[src/pmt_pkg.sv]
`default_nettype none
package pmt_pkg;
   // -----------------------------------------
   // native network opcodes
   // -----------------------------------------
   localparam logic [7:0] NAT_PRI_RD    = 8'h20;
   localparam logic [7:0] NAT_NP_RD     = 8'h00;
   localparam logic [7:0] NAT_RAND_RD   = 8'h04;
   localparam logic [7:0] NAT_PRI_WR    = 8'h1E;
   localparam logic [7:0] NAT_NP_WR     = 8'h02;
   localparam logic [7:0] NAT_PRINT     = 8'h22;
   localparam logic [7:0] NAT_PRINT_RPL = 8'h92;
   // -----------------------------------------
   // modbus function codes
   // -----------------------------------------
   localparam logic [7:0] MB_RD_COIL  = 8'h01;
   localparam logic [7:0] MB_RD_INP   = 8'h02;
   localparam logic [7:0] MB_RD_HOLD  = 8'h03;
   localparam logic [7:0] MB_RD_IREG  = 8'h04;
   localparam logic [7:0] MB_WR_COIL  = 8'h05;
   localparam logic [7:0] MB_WR_REG   = 8'h06;
   localparam logic [7:0] MB_WR_COILS = 8'h0F;
   localparam logic [7:0] MB_WR_REGS  = 8'h10;
   localparam logic [7:0] MB_ENCAP    = 8'h11;
   localparam logic [7:0] MB_MASK_WR  = 8'h16;
   localparam logic [7:0] MB_RAND_RD  = 8'h64;
   // -----------------------------------------
   // markers and field values
   // -----------------------------------------
   localparam logic [7:0]  PRM_QUERY = 8'h01;
   localparam logic [7:0]  PRM_REPLY = 8'h02;
   localparam logic [7:0]  SR_COIL   = 8'h03;
   localparam logic [7:0]  SR_INPUT  = 8'h05;
   localparam logic [7:0]  TN_HIGH   = 8'h00;
   localparam logic [15:0] ENCAP_SR  = 16'hBAD5;
   localparam logic [7:0]  MB_ADR_TX = 8'h00;
   localparam logic [15:0] MASK_ALL  = 16'hFFFF;
   localparam logic [15:0] ONE16     = 16'h0001;
   localparam logic [15:0] COIL_MAX  = 16'h0010;
   localparam logic        DIR_TO_MB = 1'b0;
   // -----------------------------------------
   // types
   // -----------------------------------------
   typedef enum logic [2:0] {
      ST_IDLE = 3'b001,
      ST_XLAT = 3'b010,
      ST_SEND = 3'b100
   } pmt_state_t;

   typedef struct packed {
      logic        dir;
      logic        reply;
      logic [7:0]  code;
      logic [15:0] start;
      logic [15:0] count;
      logic [15:0] mask;
      logic [7:0]  prm_cnt;
      logic [7:0]  prm;
   } pmt_msg_in_t;

   typedef struct packed {
      logic        to_mb;
      logic [7:0]  code;
      logic [15:0] status;
      logic [15:0] start;
      logic [15:0] count;
      logic [15:0] mask;
      logic        prm_vld;
      logic [7:0]  prm;
      logic [7:0]  mb_adr;
      logic        err;
   } pmt_msg_out_t;
endpackage
`default_nettype wire

[src/pmt_translator.sv]
// Contract
// - native reads 0x20 and 0x00 become modbus function 3
// - native priority write 0x1E becomes modbus function 16
// - single-register write with contiguous partial mask becomes function 22
// - other native commands, except full-mask write 0x02 (function 16), ride function 17 with parameter 0x01
// - replies to encapsulated native queries ride function 17, parameter 0x02
// - function 17 carrying parameters is an encapsulated native message
// - read coils becomes priority read, status 0xMN03
// - read inputs becomes priority read, status 0xMN05
// - functions 3 and 4 become non-priority read, transnum 3 or 4
// - force single coil becomes write, transnum 5, one mask bit
// - preset single register becomes write, transnum 6
// - force coils in one register, count below 16, transnum 0x0f
// - force coils with count one may map as single coil
// - write multiple registers becomes write, transnum 0x10
// - masked write becomes write, transnum 0x10, requested mask
// - random read 100 becomes native random read 0x04
// - other modbus requests ride print 0x22, status 0xBAD5
// - replies to those ride print reply 0x92, status 0xBAD5
// - encapsulated modbus address byte sent zero, ignored on receive
// - modbus target type translates only 3, 16, 22 and 100
// - encapsulated native message at modbus port gets error reply
`default_nettype none
module pmt_translator #(
   parameter int MASK_W = 16
) (
   input  wire logic                 core_clk_in,
   input  wire logic                 nrst_in,
   input  wire logic                 cfg_tgt_mb_in,
   input  wire logic                 in_valid_in,
   input  wire pmt_pkg::pmt_msg_in_t in_msg_in,
   output logic                      in_ready_out,
   output logic                      out_valid_out,
   input  wire logic                 out_ready_in,
   output pmt_pkg::pmt_msg_out_t     out_msg_out
);

   // -----------------------------------------
   // parameter check
   // -----------------------------------------
   if (MASK_W != 16) begin : g_chk
      $error("pmt_translator: MASK_W must be 16");
   end

   pmt_pkg::pmt_state_t   state_reg;
   pmt_pkg::pmt_state_t   state_next;
   pmt_pkg::pmt_msg_in_t  h_reg;
   logic                  tgt_reg;
   logic                  in_ready_reg;
   pmt_pkg::pmt_msg_out_t res_reg;
   pmt_pkg::pmt_msg_out_t res_next;
   pmt_pkg::pmt_msg_out_t out_reg;
   pmt_pkg::pmt_msg_out_t out_next;
   pmt_pkg::pmt_msg_out_t skid_reg;
   pmt_pkg::pmt_msg_out_t skid_next;
   logic                  out_v_reg;
   logic                  out_v_next;
   logic                  skid_v_reg;
   logic                  skid_v_next;

   // -----------------------------------------
   // handshake and state
   // -----------------------------------------
   wire accept   = in_valid_in && in_ready_reg;
   wire in_xlat  = state_reg == pmt_pkg::ST_XLAT;
   wire push     = (state_reg == pmt_pkg::ST_SEND) && !skid_v_reg;
   wire pop      = out_v_reg && out_ready_in;
   wire take_out = !out_v_reg || pop;

   always_comb begin
      state_next = state_reg;
      unique case (state_reg)
         pmt_pkg::ST_IDLE: begin
            if (accept) state_next = pmt_pkg::ST_XLAT;
         end
         pmt_pkg::ST_XLAT: begin
            state_next = pmt_pkg::ST_SEND;
         end
         pmt_pkg::ST_SEND: begin
            if (push) state_next = pmt_pkg::ST_IDLE;
         end
         default: begin
            state_next = pmt_pkg::ST_IDLE;
         end
      endcase
   end

   // -----------------------------------------
   // native to modbus decode
   // -----------------------------------------
   wire to_mb = h_reg.dir == pmt_pkg::DIR_TO_MB;
   wire [7:0]  c  = h_reg.code;
   wire [15:0] mk = h_reg.mask;
   wire [15:0] lowbit = mk & (~mk + pmt_pkg::ONE16);
   wire n_contig = (mk != '0) && (mk != pmt_pkg::MASK_ALL)
                   && (((mk + lowbit) & mk) == '0);
   wire n_read = (c == pmt_pkg::NAT_PRI_RD) || (c == pmt_pkg::NAT_NP_RD);
   wire n_pwr = c == pmt_pkg::NAT_PRI_WR;
   wire n_full = (c == pmt_pkg::NAT_NP_WR) && (mk == pmt_pkg::MASK_ALL);
   wire n_mskd = (c == pmt_pkg::NAT_NP_WR) && n_contig
                 && (h_reg.count == pmt_pkg::ONE16);
   wire n_xl = n_read || n_pwr || n_full || n_mskd;
   wire [7:0] n_fn = n_read ? pmt_pkg::MB_RD_HOLD :
                     n_mskd ? pmt_pkg::MB_MASK_WR :
                     (n_pwr || n_full) ? pmt_pkg::MB_WR_REGS :
                     pmt_pkg::MB_ENCAP;
   wire [7:0] n_prm = h_reg.reply ? pmt_pkg::PRM_REPLY
                                  : pmt_pkg::PRM_QUERY;

   // -----------------------------------------
   // modbus to native decode
   // -----------------------------------------
   wire [3:0] bitp = h_reg.start[3:0];
   wire [3:0] cnt4 = h_reg.count[3:0];
   wire m_enc = (c == pmt_pkg::MB_ENCAP) && (h_reg.prm_cnt != '0);
   wire f1  = c == pmt_pkg::MB_RD_COIL;
   wire f2  = c == pmt_pkg::MB_RD_INP;
   wire f3  = c == pmt_pkg::MB_RD_HOLD;
   wire f4  = c == pmt_pkg::MB_RD_IREG;
   wire f5  = c == pmt_pkg::MB_WR_COIL;
   wire f6  = c == pmt_pkg::MB_WR_REG;
   wire f15 = c == pmt_pkg::MB_WR_COILS;
   wire f16 = c == pmt_pkg::MB_WR_REGS;
   wire f22 = c == pmt_pkg::MB_MASK_WR;
   wire f100 = c == pmt_pkg::MB_RAND_RD;
   wire [16:0] c_end = {13'h0000, bitp} + {1'b0, h_reg.count};
   wire fit = (h_reg.count != '0) && (h_reg.count < pmt_pkg::COIL_MAX)
              && (c_end <= {1'b0, pmt_pkg::COIL_MAX});
   wire [31:0] span  = (32'h0000_0001 << cnt4) - 32'h0000_0001;
   wire [31:0] cmask = span << bitp;
   wire f15s = f15 && (h_reg.count == pmt_pkg::ONE16);
   wire m_base = f3 || f16 || f22 || f100;
   wire m_more = f1 || f2 || f4 || f5 || f6 || (f15 && fit);
   wire m_xl = m_base || (!tgt_reg && m_more);
   wire m_pread = f1 || f2;
   wire m_npread = f3 || f4;
   wire [7:0] m_op = !m_xl ? (h_reg.reply ? pmt_pkg::NAT_PRINT_RPL
                                          : pmt_pkg::NAT_PRINT) :
                     m_pread ? pmt_pkg::NAT_PRI_RD :
                     m_npread ? pmt_pkg::NAT_NP_RD :
                     f100 ? pmt_pkg::NAT_RAND_RD :
                     pmt_pkg::NAT_NP_WR;
   wire [15:0] sr_bits = {bitp, cnt4,
                          f1 ? pmt_pkg::SR_COIL : pmt_pkg::SR_INPUT};
   wire [7:0] tn = (f22 || f16) ? pmt_pkg::MB_WR_REGS :
                   f15s ? pmt_pkg::MB_WR_COIL : c;
   wire [15:0] m_sr = !m_xl ? pmt_pkg::ENCAP_SR :
                      m_pread ? sr_bits : {pmt_pkg::TN_HIGH, tn};
   wire [15:0] sbit = pmt_pkg::ONE16 << bitp;
   wire [15:0] m_mask = !m_xl ? pmt_pkg::MASK_ALL :
                        (f5 || f15s) ? sbit :
                        f15 ? cmask[15:0] :
                        f22 ? mk : pmt_pkg::MASK_ALL;

   // -----------------------------------------
   // result assembly
   // -----------------------------------------
   always_comb begin
      res_next = res_reg;
      res_next.start = h_reg.start;
      res_next.count = h_reg.count;
      res_next.mb_adr = pmt_pkg::MB_ADR_TX;
      if (to_mb) begin
         res_next.to_mb   = 1'b1;
         res_next.code    = n_fn;
         res_next.status  = '0;
         res_next.mask    = mk;
         res_next.prm_vld = !n_xl;
         res_next.prm     = n_xl ? '0 : n_prm;
         res_next.err     = 1'b0;
      end else if (m_enc) begin
         res_next.to_mb   = 1'b1;
         res_next.code    = pmt_pkg::MB_ENCAP;
         res_next.status  = '0;
         res_next.mask    = pmt_pkg::MASK_ALL;
         res_next.prm_vld = 1'b1;
         res_next.prm     = pmt_pkg::PRM_REPLY;
         res_next.err     = 1'b1;
      end else begin
         res_next.to_mb   = 1'b0;
         res_next.code    = m_op;
         res_next.status  = m_sr;
         res_next.mask    = m_mask;
         res_next.prm_vld = 1'b0;
         res_next.prm     = '0;
         res_next.err     = 1'b0;
      end
   end

   // -----------------------------------------
   // two-entry output buffer
   // -----------------------------------------
   assign out_v_next  = skid_v_reg || push || (out_v_reg && !pop);
   assign out_next    = !take_out ? out_reg :
                        skid_v_reg ? skid_reg : res_reg;
   assign skid_v_next = skid_v_reg ? !pop : (push && !take_out);
   assign skid_next   = (push && !take_out) ? res_reg : skid_reg;

   // -----------------------------------------
   // registers
   // -----------------------------------------
   always_ff @(posedge core_clk_in or negedge nrst_in) begin
      if (!nrst_in) begin
         state_reg    <= pmt_pkg::ST_IDLE;
         in_ready_reg <= 1'b1;
         h_reg        <= '0;
         tgt_reg      <= 1'b0;
      end else begin
         state_reg    <= state_next;
         in_ready_reg <= state_next == pmt_pkg::ST_IDLE;
         if (accept) h_reg <= in_msg_in;
         if (accept) tgt_reg <= cfg_tgt_mb_in;
      end
   end

   always_ff @(posedge core_clk_in or negedge nrst_in) begin
      if (!nrst_in) begin
         res_reg    <= '0;
         out_reg    <= '0;
         skid_reg   <= '0;
         out_v_reg  <= 1'b0;
         skid_v_reg <= 1'b0;
      end else begin
         if (in_xlat) res_reg <= res_next;
         out_reg    <= out_next;
         skid_reg   <= skid_next;
         out_v_reg  <= out_v_next;
         skid_v_reg <= skid_v_next;
      end
   end

   assign in_ready_out  = in_ready_reg;
   assign out_valid_out = out_v_reg;
   assign out_msg_out   = out_reg;
endmodule // pmt_translator
`default_nettype wire

[config.mk]
export PLATFORM = sky130hd
export DESIGN_NAME = pmt_translator
export DESIGN_NICKNAME = d
export VERILOG_FILES = /design/src/pmt_pkg.sv /design/src/pmt_translator.sv
export SDC_FILE = /design/constraint.sdc
export NUM_CORES = 1
export LEC_CHECK = 0
export BUFFER_PORTS_ARGS = -buffer_cell sky130_fd_sc_hd__buf_2
export CAP_MARGIN = 5
export CORE_MARGIN = 1.5
export CORE_UTILIZATION = 59
export DETAILED_ROUTE_END_ITERATION = 12
export GPL_TIMING_DRIVEN = 0
export PLACE_DENSITY = 0.81
export SYNTH_ARGS = -nofsm -noshare
export SYNTH_HDL_FRONTEND = slang
export SYNTH_SLANG_ARGS = --single-unit
[constraint.sdc]
create_clock -name core_clk_in -period 3.4 [get_ports core_clk_in]
set_input_delay 0.68 -clock core_clk_in [delete_from_list [all_inputs] [get_ports core_clk_in]]
set_output_delay 0.68 -clock core_clk_in [all_outputs]
set_load 0.005 [all_outputs]
=== Word-level counts from Yosys, hierarchy flattened ===
Index checks and enable logic that the tools add are counted.

* Bits in registers: 330
* Input port bits: 79
* Output and inout bits: 93
* Logic and storage cells: 149

* Add/sub/neg operators: 4
* Order comparisons: 2
* Equal/unequal tests: 20
* Shift operators: 3
* Muxes and demuxes: 30
* Bitwise gates (word level): 3
* Reductions and logical operators: 47

{| class="wikitable"
|+ Operator list
! operator !! count
|-
| $mux W25 || 4
|-
| $mux W16 || 6
|-
| $mux W91 || 1
|-
| $and A16 B16 Y16 || 2
|-
| $eq A8 B5 Y1 const B || 4
|-
| $mux W8 || 4
|-
| $reduce_bool A16 Y1 || 2
|-
| $shl A1 B4 Y32 const A || 1
|-
| $shl A32 B4 Y16 || 1
|-
| $sub A32 B1 Y32 const B || 1
|-
| $eq A8 B3 Y1 const B || 3
|-
| $logic_or A1 B1 Y1 || 20
|-
| $mux W3 || 6
|-
| $add A4 B16 Y17 || 1
|-
| $le A17 B5 Y1 const B || 1
|-
| $add A16 B1 Y16 const B || 1
|-
| $add A16 B16 Y16 || 1
|-
| $eq A16 B1 Y1 const B || 1
|-
| $eq A16 B16 Y1 const B || 1
|-
| $eq A8 B2 Y1 const B || 2
|-
| $logic_and A1 B1 Y1 || 16
|-
| $logic_not A16 Y1 || 1
|-
| $lt A16 B5 Y1 const B || 1
|-
| $ne A16 B16 Y1 const B || 1
|-
| other kinds (17) || 27
|}

=== Depth between registers and ports, before layout ===
Gate-level depths: netlist of the first run.

* Depth after elaboration: 12
* Depth in mapped cells: 13
* Mapped depth without buffers: 11

=== Worst setup path before layout of the first run ===
No wires, ideal clock.

* Path type: flip-flop to flip-flop
* From: register h_reg, in the netlist cnt4[1]
* To: register res_reg[33] (netlist bit)
* Library setup time: 0.143 ns
* Arrival: 2.860 ns
* Required time: 3.257 ns
* Slack: 0.397 ns
* Stages on the path, launching flop included: 13
* Buffers on the path: 2
* Period minus slack after synthesis: 3.003 ns
* Path through: dfrtp_1 clkbuf_1 nor4_1 inv_1 ha_1 clkbuf_1 a21oi_1 o21ai_0 a222oi_1 o21ai_0 mux4_2 o221ai_1 a21oi_1

* Cells in the longest elaborated chain, start to end: 10
* Elaborated cells between the ends (all ways): 21
* Those cells by class: add/sub: 2; order compare: 2; eq/ne: 1; shift: 2; mux: 5; reduce/logical: 9

{| class="wikitable"
|+ Ends and longest elaborated chain
! element !! line !! text
|-
| from (decl) || pmt_translator.sv:47 || <nowiki>pmt_pkg::pmt_msg_in_t h_reg;</nowiki>
|-
| from (signal assigned) || pmt_translator.sv:211 || <nowiki>if (accept) h_reg <= in_msg_in;</nowiki>
|-
| $add A4 B16 Y17 (tied with other cells) || pmt_translator.sv:126 || <nowiki>wire [16:0] c_end = {13'h0000, bitp} + {1'b0, h_reg.count};</nowiki>
|-
| $le A17 B5 Y1 or $logic_and A1 B1 Y1 (tied branches) || pmt_translator.sv:128, pmt_translator.sv:127 ||
|-
| $logic_and A1 B1 Y1 || pmt_translator.sv:128 || <nowiki>&& (c_end <= {1'b0, pmt_pkg::COIL_MAX});</nowiki>
|-
| $logic_and A1 B1 Y1 || pmt_translator.sv:133 || <nowiki>wire m_more = f1 || f2 || f4 || f5 || f6 || (f15 && fit);</nowiki>
|-
| $logic_or A1 B1 Y1 || pmt_translator.sv:133 ||
|-
| $logic_and A1 B1 Y1 || pmt_translator.sv:134 || <nowiki>wire m_xl = m_base || (!tgt_reg && m_more);</nowiki>
|-
| $logic_or A1 B1 Y1 || pmt_translator.sv:134 ||
|-
| $mux W16 * || pmt_translator.sv:150 || <nowiki>wire [15:0] m_mask = !m_xl ? pmt_pkg::MASK_ALL :</nowiki>
|-
| $mux W25 * || pmt_translator.sv:171 || <nowiki>end else if (m_enc) begin</nowiki>
|-
| $mux W25 * || pmt_translator.sv:163 || <nowiki>if (to_mb) begin</nowiki>
|-
| to (signal assigned) || pmt_translator.sv:224 || <nowiki>if (in_xlat) res_reg <= res_next;</nowiki>
|-
| to (decl) || pmt_translator.sv:50 || <nowiki>pmt_pkg::pmt_msg_out_t res_reg;</nowiki>
|}

Every way passes the cells marked *; elsewhere a longest branch is shown, timed or not.
A chain may end at the register's enable or synchronous reset.

=== Worst setup path after layout of the first run ===
* From: register h_reg, in the netlist cnt4[3]
* To: register res_reg[33] (netlist bit)

The elaborated chain is that of the path after synthesis.

==> flow_metrics.tcl, run 1 <==
set metrics [dict create \
    vias_per_cell 5.92 \
    grt_pass1_vias 10900 \
    outcome "complete, no violations" \
    hold_class "input pin to async pin" \
    pwr_density_cell_mw_per_mm2 799 \
    critical-path-max-stage-delay_ns 0.52 \
    avgSynthCellArea_um2 10.6 \
    io_buffers 147 \
    synthFlopType "dfrtp_1" \
    nNetsFinal 1620 \
    dp_hpwl_um 27000 \
    dr.pass1.iters 7 \
    critPathMaxFanout 10 \
    relSlewSlack_pct 34.5 \
    grtUsageTotal_pct 30.3 \
    finClkSkew_ns 0.0236 \
    drt-wirelength-per-cell_um 19.7 \
    initial_utilization_pct 60.3 \
    cp-start-kind "flip-flop" \
    clk_latency_ns 0.57 \
    hold_viol 0 \
    m1WireLength_um 15800 \
    p_leak_nw 7.38 \
    yosys.area.top_type_share_pct 52.4 \
    synthArstFlopShare_pct 100 \
    p_total_mw 13.1 \
    reg2reg_depth 10 \
    critPathKind "flip-flop to flip-flop" \
    ios 172 \
    highest_layer "met4" \
    reg2reg_slack_ns 0.10 \
    end_kind "flip-flop" \
    drc 0 \
    cts.sinks 298 \
    synth_edf_count 0 \
    grt_max_degree 119 \
    grt_pass1_wl_um 58200 \
    cts_buffers 30 \
    drv_slew 0 \
    syn_to_final_growth_pct 16.3 \
    fin_hold_ws_ns 0.111 \
    wl_um 37000 \
    crit_required_ns 3.80 \
    critPathSlowestCell "mux4_2" \
    path_cells "clkbuf_2 > nor4_4 > inv_1 > ha_1 > nand2b_1 > o21ai_0 > mux2i_1 > mux4_2 > o221ai_1 > a21oi_1" \
    synth_cell_type_count 74 \
    arrival_ns 3.70 \
    cp.buffers_inverters 2 \
    yosysTopAreaCell "dfrtp_1" \
    critPathTopFamily "multiplexers" \
    h-tree-depth 1 \
    cts_tree "built" \
    routed-wl-met3_um 2660 \
    max_cap_violations 0 \
    cts_buffer_depth 3 \
    syn_area_mm2 0.0141 \
    period_share_pct 97.0 \
    holdBufCountCts 0 \
    final_antenna_net_count 0 \
    crit_path_end "res_reg[33]" \
    core_area_mm2 0.0235 \
    ys_ff_latch 298 \
    setup_viol 0 \
    rsz0062_at_grt "false" \
    num_rows 56 \
    root_buffer "clkbuf_16" \
    grt_remaining_overflow 0 \
    fmax_mhz 303 \
    drive_gt1_share_pct 24.9 \
    antenna_found_initial 0 \
    seq_area_frac_synth_pct 52.7 \
    met2_length_um 17200 \
    synth_area_leaders "dfrtp_1, mux2_2, nand2_1" \
    drt-initial-drc-count 855 \
    tightest_slew_ns 0.970 \
    r2r_end "res_reg[33]" \
    clk_pin_slew_ns 0.06 \
    die_h_um 158 \
    rr_startpoint "cnt4[3]" \
    synthCells 1338 \
    die_area_mm2 0.0249 \
    fp.dieW_um 158 \
    gp_congestion 0.937 \
    irDropWorstVdd_uv 552 \
    diodes 0 \
    num_vias 11100 \
    fin_crit_ns 3.30 \
    cp.depth 10 \
    setup.worst_path.start "cnt4[3]" \
    ys_warn_count 0 \
]
[layout make-up]
type	count	area [um2]
fill	1769	7020
inverter	16	60.1
buffer	113	505
multi-input combinational	925	6260
tap	319	399
clock buffer	48	878
timing repair buffer	151	816
clock inverter	5	81.3
sequential	298	7460
[per-stage QoR]
stage               setup WS (ns)  TNS (ns)  instance area, um2  utilization (%)  std cells
floorplan                   0.397         0               14200                -       1353
global placement            -3.70  -1093.82               15300             65.4       1819
detailed placement         -0.365     -1.96               15400             65.6       1821
CTS                       0.00329         0               16400             69.9       1874
global route             0.000296         0               16500             70.1       1875
finish                      0.103         0               16500             70.1       1875
[cells by family (layout without fill, tap and decap cells)]
kind of cell,after synthesis,in the layout,share of synthesized area [%]
other,1,16,0.0265
buffers and inverters,130,333,3.99
muxes,228,228,17.5
and+or+nand+nor,385,385,12.5
AOI/OAI and AO/OA,282,282,12.2
adders and majority gates,6,6,0.584
xor gates and xnor gates,8,8,0.495
DFF,298,298,52.7
[cell usage in the layout (no fill, tap or decap), types with 6 or more instances in the layout]
cell type,n
nor2_1,46
nor3_1,17
conb_1,16
clkbuf_8,6
buf_2,148
dfrtp_1,296
nand3_1,12
inv_1,14
nor4_1,11
nand4_1,7
mux2i_1,82
a31oi_1,9
or3_1,12
nand2b_1,6
a32o_1,6
clkbuf_1,90
clkbuf_16,30
nor2b_1,10
nand2_1,221
mux2_2,145
a21oi_1,47
buf_1,12
o211ai_1,8
o22ai_1,7
buf_4,18
o21ai_0,137
[worst reg2reg max path, cell delays in order (launching register included)]
cell	delay [ns]
dfrtp_1	0.38
clkbuf_2	0.23
nor4_4	0.38
inv_1	0.14
ha_1	0.27
nand2b_1	0.24
o21ai_0	0.37
mux2i_1	0.29
mux4_2	0.52
o221ai_1	0.21
a21oi_1	0.12
[layer usage]
metal | vias to the layer above | track usage [%]
li1 | 5119 | -
met1 | 5479 | 41.2
met2 | 422 | 49.5
met3 | 85 | 4.54
met4 | 0 | 10.8
met5 | - | 0.414
[what timing repair did]
item                       CTS  global route
setup buffers                0             2
resized for setup            8            15
setup endpoints to repair   12            33
pin swaps                    0             2
[synth_stat cells, types with 8 or more instances]
| cell type | instances |
|---|---|
| nor2b_1 | 10 |
| buf_1 | 12 |
| o21ai_0 | 139 |
| dfrtp_1 | 296 |
| a31oi_1 | 10 |
| a21oi_1 | 47 |
| mux2i_1 | 82 |
| mux2_2 | 145 |
| nor4_1 | 13 |
| inv_1 | 14 |
| clkbuf_1 | 83 |
| nor2_1 | 47 |
| nand2_1 | 221 |
| o211ai_1 | 8 |
| nand3_1 | 12 |
| nor3_1 | 17 |
| buf_4 | 16 |
| or3_1 | 12 |
[worst min path at each step]
stage | depth (start not counted) | slack (ns) | from | end
after floorplan | 0 | 0.38 | nrst_in | bitp[0]
after global placement | 2 | 0.45 | h_reg[54] | res_reg[56]
after detailed placement | 2 | 0.45 | h_reg[61] | res_reg[63]
after CTS | 1 | 0.14 | nrst_in | out_msg_out[59]
after global routing | 1 | 0.17 | nrst_in | out_msg_out[59]
final | 1 | 0.11 | nrst_in | out_msg_out[59]
[where the power goes]
| group | leakage (nW) | total, mW | switching, mW | internal (mW) |
|---|---|---|---|---|
| Clock | 0.461 | 3.19 | 1.35 | 1.84 |
| Sequential | 3.76 | 5.56 | 0.892 | 4.67 |
| Combinational | 3.16 | 4.39 | 2.57 | 1.82 |
| Total | 7.38 | 13.1 | 4.81 | 8.33 |
Power figures use the tool's default switching activity.
==> run 2, diff against run 1 <==
Settings changed: PLACE_DENSITY 0.81 to default, PLACE_DENSITY_LB_ADDON from default to 0.2.
==> run 2 against run 1 <==
  * Register-to-register slack worse by 0.03 ns
  * First-iteration DRC count grew 11%
  * Critical path type unchanged
  * Via count down 1.0%
==> flow_metrics.tcl, run 2 (same netlist as run 1, synthesis figures left out) <==
set metrics [dict create \
    critPathSlowestCell "nor4_1" \
    outcome "complete, no violations" \
    antenna_found_initial 0 \
    final_antenna_net_count 0 \
    dr.pass1.iters 5 \
    finClkSkew_ns 0.0154 \
    relSlewSlack_pct 35.7 \
    cts_buffer_depth 3 \
    reg2reg_depth 7 \
    instances_no_fill 1875 \
    cts_buffers 30 \
    cp-start-kind "flip-flop" \
    grt_pass1_wl_um 56600 \
    initial_utilization_pct 60.3 \
    io_buffers 147 \
    ios 172 \
    rsz0062_at_grt "false" \
    dp.cells 1821 \
    fp.dieW_um 158 \
    num_rows 56 \
    drive_gt1_share_pct 25.2 \
    final_cell_mix "dfrtp_1, nand2_1, buf_2" \
    setup.worst_path.start "c[5]" \
    diodes 0 \
    gp_congestion 0.953 \
    die_area_mm2 0.0249 \
    p_leak_nw 7.39 \
    drt-initial-drc-count 950 \
    hold_class "input pin to async pin" \
    multi_input_area_mm2 0.00623 \
    irDropWorstVdd_uv 451 \
    vias_per_cell 5.86 \
    hold_viol 0 \
    crit_required_ns 3.83 \
    max_cap_violations 0 \
    drv_slew 0 \
    pwr_density_cell_mw_per_mm2 798 \
    clk_pin_slew_ns 0.07 \
    h-tree-depth 1 \
    grt_pass1_vias 10600 \
    fmax_mhz 301 \
    drc 0 \
    syn_to_final_growth_pct 16.3 \
    nNetsFinal 1620 \
    clk_latency_ns 0.57 \
    ff_latch_area_mm2 0.00746 \
    dp_hpwl_um 26200 \
    wl_um 36100 \
    n_fill_cell 1829 \
    layout_commonest_cell "dfrtp_1" \
    tightest_slew_ns 0.964 \
    grtUsageTotal_pct 29.3 \
    num_vias 11000 \
    critPathKind "flip-flop to flip-flop" \
    cts_tree "built" \
    critPathMaxFanout 8 \
    end_kind "flip-flop" \
    rr_startpoint "c[5]" \
    path_cells "nor4_1 > nand3_1 > nor2_1 > a31oi_2 > nand2b_1 > o32ai_1 > o21ai_0" \
    grt_max_degree 128 \
    drt-wirelength-per-cell_um 19.3 \
    critical-path-max-stage-delay_ns 0.81 \
    setup_viol 0 \
    holdBufCountCts 0 \
    grt_remaining_overflow 0 \
    root_buffer "clkbuf_16" \
    reg2reg_slack_ns 0.07 \
    p_total_mw 13.1 \
    r2r_end "res_reg[25]" \
    crit_path_end "res_reg[25]" \
    arrival_ns 3.75 \
    fin_crit_ns 3.33 \
    period_share_pct 97.8 \
    die_h_um 158 \
    cts.sinks 298 \
    core_area_mm2 0.0235 \
]
-- run 2: metal layers --
metal	vias to the layer above	part of all wire (%)	GRT usage, %
li1	5127	-	-
met1	5415	45	41.6
met2	391	46	46.8
met3	61	6.4	4.52
met4	0	2.8	8.27
met5	-	0	0
-- run 2: metrics by stage --
| stage | hold slack, ns | setup slack, ns | area, um2 | util, % | TNS, ns |
|---|---|---|---|---|---|
| global route | 0.0226 | 0.00436 | 16500 | 70.1 | 0 |
| finish | 0.00754 | 0.0738 | 16500 | 70.1 | 0 |
| floorplan | 0.384 | 0.397 | 14200 | - | 0 |
| CTS | 0.00755 | 0.000130 | 16400 | 69.9 | 0 |
| detailed placement | 0.454 | -0.498 | 15400 | 65.6 | -3.96 |
| global placement | 0.444 | -3.71 | 15300 | 65.4 | -1098.70 |
-- run 2: power breakdown --
part	switching, mW	internal [mW]
registers	0.886	4.67
clock network	1.39	1.89
logic	2.49	1.81
-- run 2: how the worst min path moves through the flow --
stage / start / endpoint / slack (ns) / depth (start not counted)
after global placement: h_reg[62] / res_reg[64] / 0.44 / 2
after floorplan: nrst_in / bitp[0] / 0.38 / 0
after detailed placement: h_reg[62] / res_reg[64] / 0.45 / 2
after global routing: nrst_in / out_msg_out[61] / 0.02 / 1
final: nrst_in / out_msg_out[61] / 0.008 / 1
after CTS: nrst_in / out_msg_out[61] / 0.008 / 1
-- run 2: critical path, delay by kind of cell (launching register included) --
| family | cells | cell delay [ns] |
|---|---|---|
| AO/OA/AOI/OAI | 3 | 0.84 |
| flip-flops | 1 | 0.48 |
| AND/OR/NAND/NOR | 4 | 1.86 |
-- run 2: final cells by class --
cell class,count,share of cell area (%)
Buffer,113,3.06
Clock buffer,41,5.12
Clock inverter,12,0.875
Inverter,16,0.365
Multi-Input combinational cell,925,37.9
Sequential cell,298,45.3
Tap cell,319,2.43
Timing Repair Buffer,151,4.96
-- run 2: timing repair --
item / in CTS / in global routing
pin swaps: 1 / 2
gates resized for setup: 7 / 11
buffers inserted: 0 / 2
setup endpoints to repair: 17 / 28
